===== config.mk =====
export PLATFORM = sky130hd
export DESIGN_NAME = fwh_target_bus_port
export DESIGN_NICKNAME = d
export VERILOG_FILES = /design/src/pkg/fwh_port_pkg.sv /design/src/design/fwh_target_bus_port.sv
export VERILOG_INCLUDE_DIRS = /design/src /design/src/pkg
export SDC_FILE = /design/constraint.sdc
export NUM_CORES = 1
export LEC_CHECK = 0
export BUFFER_PORTS_ARGS = -buffer_cell sky130_fd_sc_hd__buf_2
export CELL_PAD_IN_SITES_DETAIL_PLACEMENT = 0
export CELL_PAD_IN_SITES_GLOBAL_PLACEMENT = 1
export CORE_UTILIZATION = 49
export DETAILED_ROUTE_END_ITERATION = 12
export PLACE_DENSITY_LB_ADDON = 0.1
export SYNTH_ARGS = -nofsm -noshare
export SYNTH_HDL_FRONTEND = slang
export SYNTH_SLANG_ARGS = --single-unit

===== constraint.sdc =====
create_clock -name REF_CLK_IN -period 6.25 [get_ports REF_CLK_IN]
set_input_delay 1.5625 -clock REF_CLK_IN [delete_from_list [all_inputs] [get_ports REF_CLK_IN]]
set_output_delay 1.5625 -clock REF_CLK_IN [all_outputs]
set_load 0.05 [all_outputs]

===== src/pkg/fwh_port_map.svh =====
`ifndef FWH_PORT_MAP_SVH
`define FWH_PORT_MAP_SVH

// Start nibbles, abort nibble and fixed field values on the nibble bus
`define FWH_START_READ 4'hd
`define FWH_START_WRITE 4'he
`define FWH_ABORT_NIB 4'hf
`define FWH_SIZE_ONE_BYTE 4'h0
`define FWH_READY_NIB 4'h0
`define FWH_TURN_NIB 4'hf

// Address layout
`define FWH_ADDR_NIBBLES 3'd7
`define FWH_ADDR_LAST 3'd6
`define FWH_ARRAY_SEL_BIT 22
`define FWH_DEC_W 19
`define FWH_SMALL_ADDR_BITS 18

// Unlock sequence addresses (low 15 bits) and data
`define FWH_UNLOCK_ADDR1 15'h5555
`define FWH_UNLOCK_ADDR2 15'h2aaa
`define FWH_UNLOCK_DATA1 8'haa
`define FWH_UNLOCK_DATA2 8'h55
`define FWH_OP_PROGRAM 8'ha0
`define FWH_OP_ID_ENTRY 8'h90
`define FWH_OP_ID_EXIT 8'hf0
`define FWH_OP_ERASE_SETUP 8'h80
`define FWH_OP_SECTOR_ERASE 8'h30
`define FWH_OP_BLOCK_ERASE 8'h50
`define FWH_OP_CHIP_ERASE 8'h10

`endif


===== src/pkg/fwh_port_pkg.sv =====
package fwh_port_pkg;

    typedef enum logic [10:0] {
        ST_IDLE   = 11'h001,
        ST_ID     = 11'h002,
        ST_ADDR   = 11'h004,
        ST_SIZE   = 11'h008,
        ST_WDATA  = 11'h010,
        ST_TARIN  = 11'h020,
        ST_SYNC   = 11'h040,
        ST_RDATA  = 11'h080,
        ST_TAROUT = 11'h100,
        ST_ABORT  = 11'h200,
        ST_IGNORE = 11'h400
    } bus_state_t;

    typedef enum logic [6:0] {
        PS_IDLE  = 7'h01,
        PS_U1    = 7'h02,
        PS_CMD   = 7'h04,
        PS_PGM   = 7'h08,
        PS_E_U0  = 7'h10,
        PS_E_U1  = 7'h20,
        PS_E_CMD = 7'h40
    } prot_state_t;

    typedef enum logic [2:0] {
        CMD_NONE         = 3'h0,
        CMD_PROGRAM      = 3'h1,
        CMD_SECTOR_ERASE = 3'h2,
        CMD_BLOCK_ERASE  = 3'h3,
        CMD_ID_ENTRY     = 3'h4,
        CMD_ID_EXIT      = 3'h5
    } cmd_kind_t;

    typedef struct packed {
        logic wr;
        logic array_sel;
        logic [18:0] addr;
        logic [7:0] data;
    } mem_req_t;

    typedef struct packed {
        cmd_kind_t kind;
        logic [18:0] addr;
        logic [7:0] data;
    } cmd_t;

endpackage


===== src/design/fwh_target_bus_port.sv =====
`timescale 1ns/10ps
`include "fwh_port_map.svh"

// Summary of operation
// - Sample each bus nibble on rising clock edge
// - Start nibble 1101 reads, 1110 writes
// - Seven address nibbles follow, most significant first
// - Decode only low address bits per part size
// - Address bit 22 selects array or registers
// - Upper address bits other than bit 22 are ignored
// - Respond only when ID nibble matches straps
// - Size nibble must be zero, single byte
// - Read: host turns bus, device drives clock 12
// - Read: ready nibble zero in clock 13
// - Data byte low nibble first, then high
// - Device drives ones clock 16, then floats
// - Write: data 11-12, turnaround, ready in 15
// - Frame mid-cycle aborts; release after 1111
// - Abort never disturbs running program or erase
// - Only reset or init stops the engine
// - Unlock sequences accepted; chip erase rejected
// - Init returns to standby, bus floats
module fwh_target_bus_port
    import fwh_port_pkg::*;
#(
    parameter int ADDR_BITS = `FWH_SMALL_ADDR_BITS
) (
    input wire logic REF_CLK_IN,          // bus clock
    input wire logic RST_B_IN,            // async reset, active low
    input wire logic FRAME_B_IN,          // cycle_frame, active low
    input wire logic [3:0] NIB_IN,        // host_nibble_bus level in
    input wire logic [3:0] CHIP_ID_IN,    // chip_id_straps
    input wire logic INIT_B_IN,           // init pin, active low
    input wire logic [7:0] MEM_RDATA_IN,  // read data from array/registers
    input wire logic ENGINE_BUSY_IN,      // program/erase engine busy
    output logic [3:0] NIB_OUT,           // host_nibble_bus drive value
    output logic NIB_OE_OUT,              // high while driving the bus
    output logic MEM_REQ_VALID_OUT,       // one-cycle request pulse
    output mem_req_t MEM_REQ_OUT,         // request fields
    output logic CMD_VALID_OUT,           // one-cycle command pulse
    output cmd_t CMD_OUT,                 // decoded engine command
    output logic ENGINE_RESET_OUT         // stops program/erase engine
);

    localparam logic [18:0] ADDR_MASK = 19'((20'h1 << ADDR_BITS) - 20'h1);

    bus_state_t st_q;
    prot_state_t ps_q;
    logic [2:0] cnt_q;
    logic is_wr_q;
    logic [27:0] addr_q;
    logic [3:0] wlo_q;
    logic [7:0] wdata_q;
    logic [7:0] rdata_q;
    logic arr_wr_q;
    logic [3:0] nib_q;
    logic oe_q;
    logic mem_valid_q;
    mem_req_t mem_req_q;
    logic cmd_valid_q;
    cmd_t cmd_q;
    logic engine_rst_q;
    logic [2:0] init_s_q;
    logic init_q;
    logic [3:0] id_s1_q;
    logic [3:0] id_s2_q;
    logic [3:0] id_s3_q;
    logic [3:0] id_q;
    logic frame_low;
    logic in_cycle;
    logic [18:0] dec_addr;
    logic [14:0] ua;

    assign frame_low = !FRAME_B_IN;
    assign in_cycle = (st_q == ST_ID) || (st_q == ST_ADDR) || (st_q == ST_SIZE) || (st_q == ST_WDATA) ||
                      (st_q == ST_TARIN) || (st_q == ST_SYNC) || (st_q == ST_RDATA);
    assign dec_addr = addr_q[18:0] & ADDR_MASK;
    assign ua = addr_q[14:0];

    // Init pin is asynchronous; a change counts once stages two and three agree
    always_ff @(posedge REF_CLK_IN or negedge RST_B_IN) begin
        if (!RST_B_IN) begin
            init_s_q <= 3'h7;
            init_q <= 1'b0;
        end else begin
            init_s_q <= {init_s_q[1:0], INIT_B_IN};
            if (init_s_q[1] == init_s_q[2]) begin
                init_q <= !init_s_q[2];
            end
        end
    end

    // Straps are caught after reset release, never loaded by the reset itself
    always_ff @(posedge REF_CLK_IN or negedge RST_B_IN) begin
        if (!RST_B_IN) begin
            id_s1_q <= 4'h0;
            id_s2_q <= 4'h0;
            id_s3_q <= 4'h0;
            id_q <= 4'h0;
        end else begin
            id_s1_q <= CHIP_ID_IN;
            id_s2_q <= id_s1_q;
            id_s3_q <= id_s2_q;
            if (id_s2_q == id_s3_q) begin
                id_q <= id_s3_q;
            end
        end
    end

    always_ff @(posedge REF_CLK_IN or negedge RST_B_IN) begin
        if (!RST_B_IN) begin
            engine_rst_q <= 1'b1;
        end else begin
            engine_rst_q <= init_q;
        end
    end

    always_ff @(posedge REF_CLK_IN or negedge RST_B_IN) begin
        if (!RST_B_IN) begin
            st_q <= ST_IDLE;
            cnt_q <= 3'h0;
            is_wr_q <= 1'b0;
            addr_q <= 28'h0;
            wlo_q <= 4'h0;
            wdata_q <= 8'h0;
            rdata_q <= 8'h0;
            arr_wr_q <= 1'b0;
            nib_q <= `FWH_TURN_NIB;
            oe_q <= 1'b0;
            mem_valid_q <= 1'b0;
            mem_req_q <= '0;
        end else begin
            mem_valid_q <= 1'b0;
            arr_wr_q <= 1'b0;
            if (init_q) begin
                st_q <= ST_IDLE;
                oe_q <= 1'b0;
                nib_q <= `FWH_TURN_NIB;
            end else if (frame_low && in_cycle) begin
                // end cycle; hold bus until abort nibble
                nib_q <= `FWH_TURN_NIB;
                if (NIB_IN == `FWH_ABORT_NIB) begin
                    st_q <= ST_IDLE;
                    oe_q <= 1'b0;
                end else begin
                    st_q <= ST_ABORT;
                end
            end else begin
                unique case (st_q)
                    ST_IDLE, ST_IGNORE: begin
                        if (frame_low && (NIB_IN == `FWH_START_READ || NIB_IN == `FWH_START_WRITE)) begin
                            st_q <= ST_ID;
                            is_wr_q <= (NIB_IN == `FWH_START_WRITE);
                        end
                    end
                    ST_ID: begin
                        cnt_q <= 3'h0;
                        st_q <= (NIB_IN == id_q) ? ST_ADDR : ST_IGNORE;
                    end
                    ST_ADDR: begin
                        addr_q <= {addr_q[23:0], NIB_IN};
                        cnt_q <= cnt_q + 3'h1;
                        if (cnt_q == `FWH_ADDR_LAST) begin
                            st_q <= ST_SIZE;
                        end
                    end
                    ST_SIZE: begin
                        cnt_q <= 3'h0;
                        if (NIB_IN != `FWH_SIZE_ONE_BYTE) begin
                            st_q <= ST_IGNORE;
                        end else if (is_wr_q) begin
                            st_q <= ST_WDATA;
                        end else begin
                            st_q <= ST_TARIN;
                            mem_valid_q <= 1'b1;
                            mem_req_q <= '{wr: 1'b0, array_sel: addr_q[`FWH_ARRAY_SEL_BIT], addr: dec_addr,
                                           data: 8'h0};
                        end
                    end
                    ST_WDATA: begin
                        if (cnt_q == 3'h0) begin
                            wlo_q <= NIB_IN;
                            cnt_q <= 3'h1;
                        end else begin
                            wdata_q <= {NIB_IN, wlo_q};
                            cnt_q <= 3'h0;
                            st_q <= ST_TARIN;
                            // array writes feed the unlock decoder
                            if (addr_q[`FWH_ARRAY_SEL_BIT]) begin
                                arr_wr_q <= 1'b1;
                            end else begin
                                mem_valid_q <= 1'b1;
                                mem_req_q <= '{wr: 1'b1, array_sel: 1'b0, addr: dec_addr, data: {NIB_IN, wlo_q}};
                            end
                        end
                    end
                    ST_TARIN: begin
                        if (cnt_q == 3'h0) begin
                            oe_q <= 1'b1;
                            nib_q <= `FWH_TURN_NIB;
                            cnt_q <= 3'h1;
                        end else begin
                            nib_q <= `FWH_READY_NIB;
                            rdata_q <= MEM_RDATA_IN;
                            cnt_q <= 3'h0;
                            st_q <= ST_SYNC;
                        end
                    end
                    ST_SYNC: begin
                        if (is_wr_q) begin
                            nib_q <= `FWH_TURN_NIB;
                            st_q <= ST_TAROUT;
                        end else begin
                            nib_q <= rdata_q[3:0];
                            st_q <= ST_RDATA;
                        end
                    end
                    ST_RDATA: begin
                        if (cnt_q == 3'h0) begin
                            nib_q <= rdata_q[7:4];
                            cnt_q <= 3'h1;
                        end else begin
                            nib_q <= `FWH_TURN_NIB;
                            cnt_q <= 3'h0;
                            st_q <= ST_TAROUT;
                        end
                    end
                    ST_TAROUT: begin
                        oe_q <= 1'b0;
                        st_q <= ST_IDLE;
                    end
                    ST_ABORT: begin
                        if (frame_low && NIB_IN == `FWH_ABORT_NIB) begin
                            oe_q <= 1'b0;
                            st_q <= ST_IDLE;
                        end
                    end
                endcase
            end
        end
    end

    // Unlock decoder; writes are ignored while the engine runs
    always_ff @(posedge REF_CLK_IN or negedge RST_B_IN) begin
        if (!RST_B_IN) begin
            ps_q <= PS_IDLE;
            cmd_valid_q <= 1'b0;
            cmd_q <= '{kind: CMD_NONE, addr: 19'h0, data: 8'h0};
        end else begin
            cmd_valid_q <= 1'b0;
            if (init_q) begin
                ps_q <= PS_IDLE;
            end else if (arr_wr_q && !ENGINE_BUSY_IN) begin
                cmd_q.addr <= dec_addr;
                cmd_q.data <= wdata_q;
                ps_q <= PS_IDLE;
                // accepted sequences; anything else back to idle
                unique case (ps_q)
                    PS_IDLE: begin
                        if (wdata_q == `FWH_OP_ID_EXIT) begin
                            cmd_valid_q <= 1'b1;
                            cmd_q.kind <= CMD_ID_EXIT;
                        end else if (ua == `FWH_UNLOCK_ADDR1 && wdata_q == `FWH_UNLOCK_DATA1) begin
                            ps_q <= PS_U1;
                        end
                    end
                    PS_U1, PS_E_U1: begin
                        if (ua == `FWH_UNLOCK_ADDR2 && wdata_q == `FWH_UNLOCK_DATA2) begin
                            ps_q <= (ps_q == PS_U1) ? PS_CMD : PS_E_CMD;
                        end
                    end
                    PS_CMD: begin
                        if (ua == `FWH_UNLOCK_ADDR1) begin
                            if (wdata_q == `FWH_OP_PROGRAM) begin
                                ps_q <= PS_PGM;
                            end else if (wdata_q == `FWH_OP_ERASE_SETUP) begin
                                ps_q <= PS_E_U0;
                            end else if (wdata_q == `FWH_OP_ID_ENTRY) begin
                                cmd_valid_q <= 1'b1;
                                cmd_q.kind <= CMD_ID_ENTRY;
                            end
                        end
                    end
                    PS_PGM: begin
                        cmd_valid_q <= 1'b1;
                        cmd_q.kind <= CMD_PROGRAM;
                    end
                    PS_E_U0: begin
                        if (ua == `FWH_UNLOCK_ADDR1 && wdata_q == `FWH_UNLOCK_DATA1) begin
                            ps_q <= PS_E_U1;
                        end
                    end
                    PS_E_CMD: begin
                        if (wdata_q == `FWH_OP_SECTOR_ERASE) begin
                            cmd_valid_q <= 1'b1;
                            cmd_q.kind <= CMD_SECTOR_ERASE;
                        end else if (wdata_q == `FWH_OP_BLOCK_ERASE) begin
                            cmd_valid_q <= 1'b1;
                            cmd_q.kind <= CMD_BLOCK_ERASE;
                        end
                    end
                endcase
            end
        end
    end

    assign NIB_OUT = nib_q;
    assign NIB_OE_OUT = oe_q;
    assign MEM_REQ_VALID_OUT = mem_valid_q;
    assign MEM_REQ_OUT = mem_req_q;
    assign CMD_VALID_OUT = cmd_valid_q;
    assign CMD_OUT = cmd_q;
    assign ENGINE_RESET_OUT = engine_rst_q;
endmodule


Yosys cells after proc, flatten, opt, wreduce, memory -nomap -nowiden
Index checks and enable logic that the tools add are counted.
{"block": "classes", "n_addsub": 1, "multipliers": 0, "div": 0, "magnitude_cmp": 0, "n_eq_ne": 53, "n_shift": 0, "mux": 74, "bitwise": 3, "reduce_logical": 39}
{"operator": "$mux 29", "n": 4}
{"operator": "$mux 11", "n": 10}
{"operator": "$pmux 11 s10", "n": 1}
{"operator": "$pmux 29 s2", "n": 1}
{"operator": "$eq 8x8->1 const B", "n": 5}
{"operator": "$mux 7", "n": 4}
{"operator": "$pmux 7 s4", "n": 1}
{"operator": "$mux 1", "n": 26}
{"operator": "$mux 3", "n": 7}
{"operator": "$mux 4", "n": 5}
{"operator": "$ne 4x4->1 const B", "n": 5}
{"operator": "$reduce_and 4->1", "n": 5}
{"operator": "$ne 2x2->1 const B", "n": 9}
{"operator": "$eq 8x7->1 const B", "n": 2}
{"operator": "$eq 15x14->1 const B", "n": 1}
{"operator": "$eq 15x15->1 const B", "n": 1}
{"operator": "$mux 5", "n": 3}
{"operator": "$eq 4x4->1 const B", "n": 3}
{"operator": "$mux 6", "n": 2}
{"operator": "$pmux 3 s4", "n": 1}
{"operator": "$pmux 4 s3", "n": 1}
{"operator": "$eq 11x1->1 const B", "n": 1}
{"operator": "$eq 11x10->1 const B", "n": 1}
{"operator": "$eq 11x11->1 const B", "n": 1}
{"operator": "46 further kinds", "n": 70}
{"block": "totals", "reg_bits": 152, "latch_bits": 0, "ramBits": 0, "mem_bits_ro": 0, "n_memories": 0}

Depth between registers and ports, before layout
{"block": "logic_depth", "word_depth": 10, "ltp_mapped": 10, "depth_no_buf": 7}

Worst setup path after synthesis
No wires, ideal clock.
{"block": "synth_timing", "kind": "in2reg", "from": "input NIB_IN[0]", "to": "register mem_req_q, in the netlist MEM_REQ_OUT[28]", "setup_ns": 0.128, "arrival_ns": 3.263, "required_time_ns": 6.122, "setup_slack_ns": 2.859, "stages": 8, "path_buffers": 3, "cell_sequence": "buf_2 nor4_1 nand2_1 or3_1 a21oi_1 buf_4 buf_6 mux2_1"}
{"block": "synth_between", "elab_chain_cells": 3}
{"item": "start, declared", "line": "fwh_target_bus_port.sv:31", "rtl": "input wire logic [3:0] NIB_IN,"}
{"item": "$reduce_bool 4->1 (no line)"}
{"item": "$ne 2x2->1 (no line)"}
{"item": "$reduce_and 7->1 (no line)"}
{"item": "end signal, assigned", "line": "fwh_target_bus_port.sv:176", "rtl": "mem_req_q <= '{wr: 1'b0, array_sel: addr_q[`FWH_ARRAY_SEL_BIT], addr: dec_addr,"}
{"item": "end signal, assigned", "line": "fwh_target_bus_port.sv:193", "rtl": "mem_req_q <= '{wr: 1'b1, array_sel: 1'b0, addr: dec_addr, data: {NIB_IN, wlo_q}};"}
{"item": "end, declared", "line": "fwh_target_bus_port.sv:59", "rtl": "mem_req_t mem_req_q;"}
Every way passes these cells.
A chain may end at the register's enable or synchronous reset.

Worst setup path in the final report
{"block": "layout_timing", "from": "input NIB_IN[0]", "to": "register mem_req_q, in the netlist MEM_REQ_OUT[20]"}
Same word-level chain as after synthesis.

==> flow_summary.ini <==
[synthesis]
synth_compound_area_share_pct = 7.45
synthFlopType = dfrtp_1
netlist.area_leader.share_pct = 51.8
synthSimpleGateAreaFrac_pct = 17.4
synth-adder-area-share_pct = 0.563
yosysSeqAreaShare_pct = 55.7
syn-instance-count = 591
yosysWarnings = 0
syn_area_mm2 = 0.00667
synth-edff-count = 0
async_flop_share_pct = 100
muxShareOfSynthArea_pct = 12.7
synth_area_leaders = dfrtp_1, mux2_2, nand2_1
synth_xor_area_share_pct = 2.23
yosysUniqueCellTypes = 62
synth_top_family_by_area = simple AND/OR/NAND/NOR gates
yosys_register_bits = 148
syn_area_per_cell_um2 = 11.3
yosys.area.top_type = dfrtp_1

[global_routing]
antenna_found_initial = 0
grt_usage_pct = 22.2
grt_pass1_wl_um = 23900
overflow = 0
grt_pass1_vias = 4465
grt_max_degree = 118

[timing]
rsz0062_at_grt = false
max_freq_ghz = 0.277
finClkSkew_ns = 0.00654
fin_crit_sh_pct = 57.8
hold_viol = 0
slew_headroom_pct = 24.2
finalSetupViolations = 0
fin_crit_ns = 3.61
worst_slew_pin_slew_ns = 1.13
setup_tns_ns = 0
report.final.slew_viol_count = 0
hold_slack_ns = 0.346

[power]
power.leakage_nw = 3.89
combPwrFrac_pct = 8.8
ir_drop_mv = 0.179
switching_power_w = 0.000576
power_w = 0.00241
p_per_area_mw_per_mm2 = 308
internal_power_w = 0.00184
sw_frac_of_total_pct = 23.9
power_frac_seq_pct = 42.9
clkPwrFrac_pct = 48.3

[cts]
ctsHtreeMaxLevel = 4
clk_pin_slew_ns = 0.06
root_buffer = clkbuf_16
cts_tree = built
cts_max_path_buffers = 2
cts_hold_buf = 0
post_cts_buffers = 0
cts_buffers = 17
clock_sinks = 148
clkLatencyLatePin_ns = 0.42
cts_resized = 0

[placed_design]
routabilityCongestion = 0.831
port_buffers = 85
dp.final_hpwl_um = 9890

[setup_path]
path_class = input pin to register
crit_fanout = 29
start_kind = input pin
crit_arrival_ns = 3.91
critPathRequiredTime_ns = 6.55
endpoint_kind = register

[routing]
drt_iter0_drc = 204
drtPass1Iterations = 4
ant_nets = 0
avgViaCountPerCell = 5.39
drc = 0
vias = 4587
drt-wirelength-per-cell_um = 17.1
wirelength_um = 14500

[finish]
layout_commonest_cell = dfrtp_1
fill_cells = 1133
drive_gt1_share_pct = 30.4
layout.nets = 686
antennaDiodeCount = 0
areaGrowthSynthToFinish_pct = 17.6
final_cell_mix = dfrtp_1, nand2_1, buf_2

[flow_run]
cap_violations = 0

[hold_path]
hold_class = register to register

[floorplanning]
pin_count = 88
num_rows = 42
die_y_um = 119
die-width_um = 119
core_area_mm2 = 0.0132
start_util_pct = 50.4
dieArea_mm2 = 0.0141

[status]
status = complete, no violations
## cells in the mapped netlist (all sizes together), types with 10 or more instances
cell / number
dfrtp: 138
nand2: 99
mux2: 68
buf: 26
o21ai: 25
nor2: 22
inv: 18
nor3: 15
nor4: 15
xor2: 15
a21oi: 14
nand3: 12
and3: 10
clkbuf: 10
dfstp: 10
## power by group through the flow
stage / Combinational (W) / Clock, W / Sequential, W
final: 0.000212 / 0.00117 / 0.00104
after global routing: 0.000234 / 0.00123 / 0.00104
after CTS: 0.000212 / 0.00119 / 0.00104
after detailed placement: 0.000211 / 0 / 0.00105
after global placement: 0.000207 / 0 / 0.00105
after floorplan: 0.000155 / 0 / 0.00103
## critical path, cell delays in order
cell and delay (ns):
buf_2 0.17, nor4_1 0.36, nand2_1 0.12, or3_1 0.38
a21oi_4 0.89, mux2_2 0.43
## final timing paths
path | depth (start not counted) | slack, ns | to | from
setup / recovery | 6 | 2.64 | MEM_REQ_OUT[20] | NIB_IN[0]
hold / removal | 0 | 0.35 | id_s2_q[2] | id_s1_q[2]
setup reg to reg | 6 | 2.69 | MEM_REQ_OUT[20] | st_q[3]
hold reg to reg | 0 | 0.35 | id_s2_q[2] | id_s1_q[2]
max in group asynchronous | 2 | 3.94 | ps_q[0] | RST_B_IN
min in group asynchronous | 1 | 1.27 | st_q[3] | RST_B_IN
## area by class of cell
type	count	area, µm²	area share (%)
inverter	18	67.6	0.862
timing repair buffer	87	447	5.70
sequential	148	3720	47.4
clock inverter	11	223	2.84
tap	176	220	2.81
multi-input combinational	390	2710	34.5
clock buffer	21	460	5.87
## metrics by stage
stage | cells | instance area (µm²) | utilization, % | worst slack, ns
floorplan | 592 | 6680 | - | 2.86
global placement | 819 | 7160 | 54.1 | 2.26
detailed placement | 819 | 7160 | 54.1 | 2.20
CTS | 851 | 7840 | 59.2 | 2.63
global route | 851 | 7840 | 59.2 | 2.43
finish | 851 | 7840 | 59.2 | 2.64
## routing by layer
layer	vias to the layer above	routed length, µm	track usage (%)
met3	15	560	4.92
met4	0	195	7.36
met1	2268	7270	32.6
li1	2209	-	-
met5	-	0	0
met2	95	6520	32.7
## flip-flops by register name, indices dropped and copies added (netlist names), 3 cells and up
register and cells:
NIB_OUT 4, addr_q 20, ps_q 7, init_s_q 3
st_q 11, wdata_q 8, id_s3_q 4, CMD_OUT 29
wlo_q 4, id_s1_q 4, id_q 4, id_s2_q 4
MEM_REQ_OUT 28, rdata_q 8, cnt_q 3
## logic make-up (layout without fill, tap and decap cells)
group / count (synthesis) / in the layout
buf+inv: 54 / 137
fa+ha+maj: 3 / 3
other cells: 1 / 2
compound gates: 71 / 71
xor+xnor: 17 / 17
mux: 76 / 76
simple gates: 221 / 221
flops: 148 / 148
(Power assumes the default switching activity.)
